## config.mk

```make
export PLATFORM = sky130hd
export DESIGN_NAME = chd_device_end_flat
export DESIGN_NICKNAME = d
export VERILOG_FILES = /design/src/chd_pkg.sv /design/src/chd_link.sv /design/src/chd_device_end.sv /design/src/chd_halfband_stage.sv /design/src/flat_wrapper.sv
export VERILOG_INCLUDE_DIRS = /design/src
export SDC_FILE = /design/constraint.sdc
export NUM_CORES = 2
export LEC_CHECK = 0
export ABC_AREA = 1
export BUFFER_PORTS_ARGS = -buffer_cell sky130_fd_sc_hd__buf_2
export CAP_MARGIN = 20
export CORE_UTILIZATION = 50
export CTS_CLUSTER_DIAMETER = 60
export DETAILED_ROUTE_END_ITERATION = 16
export PLACE_DENSITY = 0.66
export SLEW_MARGIN = 15
export SYNTH_ARGS = -nofsm -noshare
export SYNTH_HDL_FRONTEND = slang
export SYNTH_SLANG_ARGS = --single-unit
```

## constraint.sdc

```tcl
create_clock -name clk -period 13.4 [get_ports clk]
set_input_delay 0.67 -clock clk [delete_from_list [all_inputs] [get_ports clk]]
set_output_delay 0.67 -clock clk [all_outputs]
set_load 0.02 [all_outputs]
```

## src/chd_consts.svh

```systemverilog
// Constants for the CIC and halfband decimator chain
`ifndef CHD_CONSTS_SVH
`define CHD_CONSTS_SVH
// Configuration word addresses on the link
`define CHD_CW0_ADDR    8'h00
`define CHD_CW7_ADDR    8'h07
// Configuration word 0 fields
`define CHD_BYP_BIT     6
`define CHD_DEC_LSB     7
`define CHD_DEC_MSB     12
`define CHD_GAIN_LSB    13
`define CHD_GAIN_MSB    16
`define CHD_SYNC_BIT    19
// Configuration word 7 halfband enables, first stage bit
`define CHD_HB_LSB      15
// Shifter and arithmetic
`define CHD_SHIFT_MAX   5'h0f
`define CHD_CIC_IN_W    15
`define CHD_HB_CENTER   16'h4000
`define CHD_COEF_FRAC   15
// Largest decimation field (ratio minus one) per gain code
`define CHD_MAXF0       6'h1f
`define CHD_MAXF1       6'h1a
`define CHD_MAXF2       6'h17
`define CHD_MAXF3       6'h14
`define CHD_MAXF4       6'h11
`define CHD_MAXF5       6'h0f
`define CHD_MAXF6       6'h0b
`define CHD_MAXF7       6'h09
// Controller register offsets
`define CHD_REG_CW0     4'h0
`define CHD_REG_CW7     4'h1
`define CHD_REG_CTRL    4'h2
`define CHD_REG_STAT    4'h3
`define CHD_REG_DATA    4'h4
// Controller register fields
`define CHD_CTRL_SYNC   8
`endif

```

## src/chd_pkg.sv

```systemverilog
// Types shared by both ends of the decimator link
package chd_pkg;
	typedef enum logic [1:0] {
		ST_IDLE = 2'b01,
		ST_GAP  = 2'b10
	} chd_feed_t;
	typedef logic signed [23:0] chd_sample_t;
	typedef logic [2:0] chd_gain_t;
endpackage

```

## src/chd_link.sv

```systemverilog
// Link between sample source/controller and the decimator
`timescale 1ns/1ns
`default_nettype none
interface chd_link;
	logic                sampleQualifyN;
	logic signed [19:0]  mixerSample;
	chd_pkg::chd_gain_t  coarseGainStepPins;
	logic                multiPartSyncIn;
	logic                cfgWrite;
	logic [7:0]          cfgAddr;
	logic [31:0]         cfgData;
	logic                outValid;
	chd_pkg::chd_sample_t outData;
	modport dev (
		input  sampleQualifyN, mixerSample, coarseGainStepPins, multiPartSyncIn,
		input  cfgWrite, cfgAddr, cfgData,
		output outValid, outData
	);
	modport ctl (
		output sampleQualifyN, mixerSample, coarseGainStepPins, multiPartSyncIn,
		output cfgWrite, cfgAddr, cfgData,
		input  outValid, outData
	);
endinterface
`default_nettype wire

```

## src/chd_device_end.sv

```systemverilog
// Decimator end: rounding, barrel shift, fifth-order CIC, five halfbands
//
// Local design decisions: the plain strobed port and the placing of the registers.
`include "chd_consts.svh"
`timescale 1ns/1ns
`default_nettype none
// Operation
// - Config bit bypasses CIC to halfbands
// - Barrel shift before integrators, 6 dB steps
// - Shift equals shift gain plus pins
// - Shift sum saturates at fifteen
// - Gain pins pipelined with their sample
// - Five integrators then five combs
// - Word 0 bits 12-7 hold ratio minus one
// - Word 0 bits 16-13 hold shift gain
// - Source gaps samples while CIC bypassed
// - 15-bit input, accumulators 40,36,32,32,32
// - Keep decimation at most 32, no offset
// - Shift gain from 39 minus bits formula
// - Gain pins give 0 to 42 dB
// - Max decimation falls with gain code
// - Sync enable reloads counter on first pulse
// - Five halfbands, each decimates by two
// - Halfbands have 7,11,15,19,23 taps
// - Word 7 bits 15-19 enable halfbands
// - Mixer product symmetrically rounded to 15 bits
module chd_device_end #(
	parameter int MIX_W = 20
) (
	// Clock and reset
	input  wire logic clk,
	input  wire logic nrst,
	// Link to source, controller and filter
	chd_link.dev      lnk
);
	localparam int RS = MIX_W - `CHD_CIC_IN_W;

	//////////////////////////////////////////////////////////////////////////
	// Configuration words
	logic [31:0] cw0;
	logic [31:0] cw7;
	logic [31:0] next_cw0;
	logic [31:0] next_cw7;

	always_comb begin
		next_cw0 = cw0;
		next_cw7 = cw7;
		if (lnk.cfgWrite && lnk.cfgAddr == `CHD_CW0_ADDR) begin
			next_cw0 = lnk.cfgData;
		end
		if (lnk.cfgWrite && lnk.cfgAddr == `CHD_CW7_ADDR) begin
			next_cw7 = lnk.cfgData;
		end
	end

	always_ff @(posedge clk or negedge nrst) begin
		if (!nrst) begin
			cw0 <= '0;
			cw7 <= '0;
		end else begin
			cw0 <= next_cw0;
			cw7 <= next_cw7;
		end
	end

	wire logic       bypass   = cw0[`CHD_BYP_BIT];
	wire logic [5:0] decField = cw0[`CHD_DEC_MSB:`CHD_DEC_LSB];
	wire logic [3:0] shiftGain = cw0[`CHD_GAIN_MSB:`CHD_GAIN_LSB];
	wire logic       syncEn   = cw0[`CHD_SYNC_BIT];
	wire logic [4:0] hbEnable = cw7[`CHD_HB_LSB +: 5];

	//////////////////////////////////////////////////////////////////////////
	// Rounding and barrel shift front end
	logic signed [14:0] rnd;
	logic [2:0]         gainA;
	logic               vA;
	logic signed [39:0] shifted;
	logic               vB;
	logic signed [14:0] next_rnd;
	logic [2:0]         next_gainA;
	logic               next_vA;
	logic signed [39:0] next_shifted;
	logic               next_vB;
	logic signed [MIX_W:0] biased;
	logic signed [MIX_W:0] quot;
	logic [4:0]         shiftSum;

	// Half-LSB bias is one less for negatives: rounds ties away from zero
	always_comb begin
		biased = (MIX_W+1)'(lnk.mixerSample) + (lnk.mixerSample[MIX_W-1]
			? (MIX_W+1)'((1 << (RS-1)) - 1) : (MIX_W+1)'(1 << (RS-1)));
		quot = biased >>> RS;
		if (quot > (MIX_W+1)'(16383)) begin
			next_rnd = 15'h3fff;
		end else begin
			next_rnd = quot[14:0];
		end
		next_vA    = ~lnk.sampleQualifyN;
		next_gainA = lnk.sampleQualifyN ? gainA : lnk.coarseGainStepPins;
		if (lnk.sampleQualifyN) begin
			next_rnd = rnd;
		end
	end

	// Saturating shift amount, applied in the stage after rounding
	always_comb begin
		shiftSum = 5'(shiftGain) + 5'(gainA);
		if (shiftSum > `CHD_SHIFT_MAX) begin
			shiftSum = `CHD_SHIFT_MAX;
		end
		next_vB      = vA;
		next_shifted = vA ? (40'(rnd) <<< shiftSum) : shifted;
	end

	always_ff @(posedge clk or negedge nrst) begin
		if (!nrst) begin
			rnd     <= '0;
			gainA   <= '0;
			vA      <= 1'b0;
			shifted <= '0;
			vB      <= 1'b0;
		end else begin
			rnd     <= next_rnd;
			gainA   <= next_gainA;
			vA      <= next_vA;
			shifted <= next_shifted;
			vB      <= next_vB;
		end
	end

	//////////////////////////////////////////////////////////////////////////
	// CIC: integrators at input rate, combs at decimated rate
	logic signed [39:0] acc1;
	logic signed [35:0] acc2;
	logic signed [31:0] acc3;
	logic signed [31:0] acc4;
	logic signed [31:0] acc5;
	logic signed [31:0] combD [5];
	logic [5:0]         decCount;
	logic               syncArmed;
	logic               syncPrev;
	logic               cicValid;
	chd_pkg::chd_sample_t cicData;
	logic signed [39:0] next_acc1;
	logic signed [35:0] next_acc2;
	logic signed [31:0] next_acc3;
	logic signed [31:0] next_acc4;
	logic signed [31:0] next_acc5;
	logic signed [31:0] next_combD [5];
	logic [5:0]         next_decCount;
	logic               next_syncArmed;
	logic               next_cicValid;
	chd_pkg::chd_sample_t next_cicData;
	logic signed [31:0] comb [6];
	logic               syncPulse;

	// Wrap-around integrators; LSBs dropped after the first and second stages only
	always_comb begin
		next_acc1 = acc1;
		next_acc2 = acc2;
		next_acc3 = acc3;
		next_acc4 = acc4;
		next_acc5 = acc5;
		if (vB && !bypass) begin
			next_acc1 = acc1 + shifted;
			next_acc2 = acc2 + acc1[39:4];
			next_acc3 = acc3 + acc2[35:4];
			next_acc4 = acc4 + acc3;
			next_acc5 = acc5 + acc4;
		end
	end

	// Counter reload and comb section
	always_comb begin
		syncPulse      = lnk.multiPartSyncIn && !syncPrev;
		next_syncArmed = syncArmed;
		next_decCount  = decCount;
		next_combD     = combD;
		next_cicValid  = 1'b0;
		next_cicData   = cicData;
		comb[0]        = acc5;
		for (int i = 1; i < 6; i++) begin
			comb[i] = comb[i-1] - combD[i-1];
		end
		if (lnk.cfgWrite && lnk.cfgAddr == `CHD_CW0_ADDR) begin
			next_syncArmed = lnk.cfgData[`CHD_SYNC_BIT];
		end
		if (syncEn && syncArmed && syncPulse) begin
			next_decCount  = decField;
			next_syncArmed = 1'b0;
		end else if (bypass) begin
			next_cicValid = vB;
			next_cicData  = vB ? shifted[29:6] : cicData;
		end else if (vB) begin
			if (decCount == '0) begin
				next_decCount = decField;
				next_cicValid = 1'b1;
				for (int i = 0; i < 5; i++) begin
					next_combD[i] = comb[i];
				end
				next_cicData = comb[5][31:8];
			end else begin
				next_decCount = decCount - 6'h01;
			end
		end
	end

	always_ff @(posedge clk or negedge nrst) begin
		if (!nrst) begin
			acc1      <= '0;
			acc2      <= '0;
			acc3      <= '0;
			acc4      <= '0;
			acc5      <= '0;
			for (int i = 0; i < 5; i++) begin
				combD[i] <= '0;
			end
			decCount  <= '0;
			syncArmed <= 1'b0;
			syncPrev  <= 1'b0;
			cicValid  <= 1'b0;
			cicData   <= '0;
		end else begin
			acc1      <= next_acc1;
			acc2      <= next_acc2;
			acc3      <= next_acc3;
			acc4      <= next_acc4;
			acc5      <= next_acc5;
			combD     <= next_combD;
			decCount  <= next_decCount;
			syncArmed <= next_syncArmed;
			syncPrev  <= lnk.multiPartSyncIn;
			cicValid  <= next_cicValid;
			cicData   <= next_cicData;
		end
	end

	//////////////////////////////////////////////////////////////////////////
	// Halfband chain, first stage to last
	logic                 hbV [6];
	chd_pkg::chd_sample_t hbD [6];
	localparam int HB_TAPS [5] = '{7, 11, 15, 19, 23};

	assign hbV[0] = cicValid;
	assign hbD[0] = cicData;

	genvar s;
	generate
		for (s = 0; s < 5; s++) begin : g_hb
			chd_halfband_stage #(
				.TAPS(HB_TAPS[s]),
				.W   (24)
			) i_chd_halfband_stage (
				.clk     (clk),
				.nrst    (nrst),
				.enable  (hbEnable[s]),
				.inValid (hbV[s]),
				.inData  (hbD[s]),
				.outValid(hbV[s+1]),
				.outData (hbD[s+1])
			);
		end
	endgenerate

	// Filter side sees the last stage, already registered
	assign lnk.outValid = hbV[5];
	assign lnk.outData  = hbD[5];
endmodule
`default_nettype wire

```

## src/chd_halfband_stage.sv

```systemverilog
// One decimate-by-two halfband stage with pass-through when disabled
`include "chd_consts.svh"
`timescale 1ns/1ns
`default_nettype none
module chd_halfband_stage #(
	parameter int TAPS = 7,
	parameter int W    = 24,
	parameter logic [16*((TAPS+1)/4)-1:0] SIDE = '0
) (
	// Clock and reset
	input  wire logic                clk,
	input  wire logic                nrst,
	// Control
	input  wire logic                enable,
	// Upstream samples
	input  wire logic                inValid,
	input  wire logic signed [W-1:0] inData,
	// Downstream samples
	output logic                     outValid,
	output logic signed [W-1:0]      outData
);
	localparam int NS  = (TAPS + 1) / 4;
	localparam int MID = TAPS / 2;
	localparam int SW  = W + 16 + 5;

	logic signed [W-1:0]  line [TAPS];
	logic signed [W-1:0]  next_line [TAPS];
	logic                 phase;
	logic                 next_phase;
	logic                 next_outValid;
	logic signed [W-1:0]  next_outData;
	logic signed [SW-1:0] term [NS+1];
	logic signed [SW-1:0] acc;

	// Delay line shifts on each valid sample
	always_comb begin
		next_line[0] = inValid ? inData : line[0];
		for (int i = 1; i < TAPS; i++) begin
			next_line[i] = inValid ? line[i-1] : line[i];
		end
	end

	// Folded products: zero coefficients at even offsets from the centre tap are skipped
	genvar k;
	generate
		for (k = 0; k < NS; k++) begin : g_side
			assign term[k] = SW'($signed(SIDE[16*k +: 16]))
				* (SW'(next_line[2*k]) + SW'(next_line[TAPS-1-2*k]));
		end
	endgenerate
	assign term[NS] = SW'($signed({1'b0, `CHD_HB_CENTER})) * SW'(next_line[MID]);

	always_comb begin
		acc = '0;
		for (int i = 0; i <= NS; i++) begin
			acc = acc + term[i];
		end
	end

	// Output every second sample, or every sample when bypassed
	always_comb begin
		next_phase    = phase;
		next_outValid = 1'b0;
		next_outData  = outData;
		if (!enable) begin
			next_outValid = inValid;
			next_outData  = inValid ? inData : outData;
			next_phase    = 1'b0;
		end else if (inValid) begin
			next_phase = ~phase;
			if (phase) begin
				next_outValid = 1'b1;
				next_outData  = acc[`CHD_COEF_FRAC +: W];
			end
		end
	end

	always_ff @(posedge clk or negedge nrst) begin
		if (!nrst) begin
			for (int i = 0; i < TAPS; i++) begin
				line[i] <= '0;
			end
			phase    <= 1'b0;
			outValid <= 1'b0;
			outData  <= '0;
		end else begin
			line     <= next_line;
			phase    <= next_phase;
			outValid <= next_outValid;
			outData  <= next_outData;
		end
	end
endmodule
`default_nettype wire

```

## src/flat_wrapper.sv

```systemverilog
// flat-port wrapper written by rule: the top's interface ports become plain ports
module chd_device_end_flat 
#(
	parameter int MIX_W = 20
)
  (clk, nrst, lnk_sampleQualifyN, lnk_mixerSample, lnk_coarseGainStepPins, lnk_multiPartSyncIn, lnk_cfgWrite, lnk_cfgAddr, lnk_cfgData, lnk_outValid, lnk_outData);
  chd_link lnk_i ();
  input  wire logic clk;
  input  wire logic nrst;
  input wire logic [$bits(lnk_i.sampleQualifyN)-1:0] lnk_sampleQualifyN;
  input wire logic [$bits(lnk_i.mixerSample)-1:0] lnk_mixerSample;
  input wire logic [$bits(lnk_i.coarseGainStepPins)-1:0] lnk_coarseGainStepPins;
  input wire logic [$bits(lnk_i.multiPartSyncIn)-1:0] lnk_multiPartSyncIn;
  input wire logic [$bits(lnk_i.cfgWrite)-1:0] lnk_cfgWrite;
  input wire logic [$bits(lnk_i.cfgAddr)-1:0] lnk_cfgAddr;
  input wire logic [$bits(lnk_i.cfgData)-1:0] lnk_cfgData;
  output wire logic [$bits(lnk_i.outValid)-1:0] lnk_outValid;
  output wire logic [$bits(lnk_i.outData)-1:0] lnk_outData;
  assign lnk_i.sampleQualifyN = lnk_sampleQualifyN;
  assign lnk_i.mixerSample = lnk_mixerSample;
  assign lnk_i.coarseGainStepPins = lnk_coarseGainStepPins;
  assign lnk_i.multiPartSyncIn = lnk_multiPartSyncIn;
  assign lnk_i.cfgWrite = lnk_cfgWrite;
  assign lnk_i.cfgAddr = lnk_cfgAddr;
  assign lnk_i.cfgData = lnk_cfgData;
  assign lnk_outValid = lnk_i.outValid;
  assign lnk_outData = lnk_i.outData;
  chd_device_end #(.MIX_W(MIX_W)) u_core (.clk(clk), .nrst(nrst), .lnk(lnk_i));
endmodule
```

==> results.toml <==
[run_status]
outcome = "complete, no violations"

[worst_setup_path]
cp.required_ns = 14.05
path_max_fanout = 6
worst_setup_path_end_kind = "flop"
slowest_delay_ns = 0.42
crit_path_top_delay_cell = "fa_1"
criticalPathCategory = "reg -> reg"
setup.worst_path.start_class = "flop"
crit_path_frequent_cell = "nand2_1"
crit_arrival_ns = 9.43

[drt]
drt_first_iter_violations = 4031
top_layer = "met4"
wl_per_cell_um = 15.3
routed-wl-met3_um = 5450
first_pass_iters = 6
drtAntennaViolNets = 0
dr_wl_met2_um = 80600
vias = 57100
wl_met1_um = 78000
wirelength_um = 169000
avgViaCountPerCell = 5.18
drc_errors = 0

[grt]
antenna_found_initial = 2
gr-total-overflow = 0
grt_max_degree = 242
grt_pass1_wl_um = 282000
grt_usage_pct = 23.2
grt_pass1_vias = 55200

[cells_and_area]
final_layout_size_suffix_gt1_share_pct = 5.77
syn2layout_area_growth_pct = 10.7
fin_nets = 9366

[sta]
drv_slew = 0
finalHoldViolCount = 0
worst_pin_slew_ns = 1.09
rsz0062_at_grt = "no"
setup_slack_ns = 4.63
fin_crit_ns = 8.77
setup_viol = 0
tns_ns = 0
fin_skew_ns = 0.0256
max_freq_mhz = 114
slew_headroom_pct = 27.3
min_period_over_period_pct = 65.5

[clock_tree]
cts_max_level = 4
cts_setup_buffers = 0
cts_resized = 0
path_clk_slew_ns = 0.06
cts.path.max_buffers = 3
clk-insertion-delay-late_ns = 0.80
holdBufCountCts = 2
cts_tree = "built"
root_buffer = "clkbuf_16"
cts_buffers = 165
clkSinkCount = 1492

[logic_synthesis]
synth_commonest_cells = "nand2_1 (3585), dfrtp_1 (1492), o21ai_0 (725), inv_1 (723), a21oi_1 (407)"
synth_largest_area_cell = "dfrtp_1"
syn_area_mm2 = 0.0733
synth_flop_cell = "dfrtp_1"
yosys_warnings = 0
yosys_register_bits = 1492
async_reset_ff_share_pct = 100
syn_avg_cell_area_um2 = 8.14
synth_nets = 9413
yosysMostFrequentCell = "nand2_1"
yosys-top-cells-area = "dfrtp_1 (51%), nand2_1 (18%), ha_1 (5.6%), o21ai_0 (4.9%), inv_1 (3.7%)"
synth_cell_type_count = 64
synth_cells = 9005
synth_edf_count = 0
ys_seq_area_share_pct = 50.9
synth_top_area_share_pct = 50.9

[place]
post-dp-hpwl_um = 117000
portBuffers = 74
place_congestion = 0.907
post-place-ws_ns = 4.66

[floorplan]
dieArea_mm2 = 0.148
io_pins = 93
rows = 140
coreArea_mm2 = 0.146
chipHeight_um = 385
initial_core_util_pct = 50.4
die_w_um = 385

[job]
max_cap_viol_count = 0

[min_path]
min_path_type = "in -> reg"
[flip-flops by register name, summed over array words and instances, names as in the netlist, 5 cells and up]
register	count
u_core.acc1	40
u_core.acc2	36
u_core.acc3	32
u_core.acc4	32
u_core.acc5	32
u_core.cicData	24
u_core.combD	160
u_core.cw0	12
u_core.cw7	5
u_core.decCount	6
u_core.g_hb.i_chd_halfband_stage.line	920
u_core.g_hb.i_chd_halfband_stage.outData	120
u_core.g_hb.i_chd_halfband_stage.outValid	5
u_core.g_hb.i_chd_halfband_stage.phase	5
u_core.rnd	15
u_core.shifted	40
[final timing paths]
check                                                                    from                                             to  slack, ns  cells after the start
worst max register to register                                 u_core.acc5[0]                             u_core.cicData[22]       4.63                     45
worst min register to register  u_core.g_hb[1].i_chd_halfband_stage.line[182]  u_core.g_hb[1].i_chd_halfband_stage.line[158]       0.46                      2
max in group asynchronous                                                nrst                             u_core.decCount[0]       9.86                      5
min in group asynchronous                                                nrst  u_core.g_hb[4].i_chd_halfband_stage.line[375]       0.55                      2
worst min-delay path                                           lnk_cfgData[8]                                  u_core.cw0[8]       0.07                      3
worst max-delay path                                           u_core.acc5[0]                             u_core.cicData[22]       4.63                     45
[kinds of logic after synthesis]
family	share of synthesized area, %
AND/OR/NAND/NOR	22.8
AO/OA/AOI/OAI	11.8
flip-flops	50.9
buffers and inverters	5.57
adder cells (fa/ha/maj)	5.90
XOR/XNOR	2.90
multiplexers	0.0683
[placed cells by master, fill, tap and decap left out, drive strengths merged, types with 92 or more instances in the layout]
master,netlist,layout
nand2,3596,3596
dfrtp,1492,1492
o21ai,768,768
inv,728,739
a21oi,422,422
nor2,401,401
ha,330,330
clkbuf,324,251
nand3,142,142
xor2,141,141
buf,24,132
a31oi,106,106
xnor2,102,102
o22ai,92,92
[per-stage QoR]
| stage | utilization [%] | std cells | instance area, um2 | hold WS [ns] |
|---|---|---|---|---|
| detailed placement | 51.7 | 10700 | 75300 | 0.455 |
| finish | 55.8 | 11000 | 81200 | 0.0711 |
| CTS | 55.7 | 11000 | 81000 | 0.0208 |
| floorplan | - | 9005 | 73300 | 0.352 |
| global placement | 51.7 | 10700 | 75300 | 0.450 |
| global route | 55.8 | 11000 | 81200 | 0.0622 |
[area by class of cell]
type	instances	area (um2)
clock buffers	251	4990
well taps	1917	2400
fillers	13400	64400
clock inverters	56	766
repair buffers	134	926
diodes	1	2.50
inverters	737	2790
flip-flops and latches	1492	37400
multi-input cells	6428	31900
[worst max-delay path: cells and delay by family, from the launching register on]
kind,cells,cell delay [ns]
buffers and inverters,3,0.24
and+or+nand+nor,15,2.27
xor gates and xnor gates,3,0.63
adders and majority gates,6,2.10
AOI/OAI and AO/OA,18,3.03
DFF,1,0.35
[layer usage]
metal,up-vias,global-route usage [%]
li1,28800,-
met3,252,2.69
met1,27200,31.5
met5,-,0
met4,0,7.42
met2,804,38.7
Power is not shown: default switching activity piles up to over one toggle a cycle in this logic, so the estimate is an artifact.
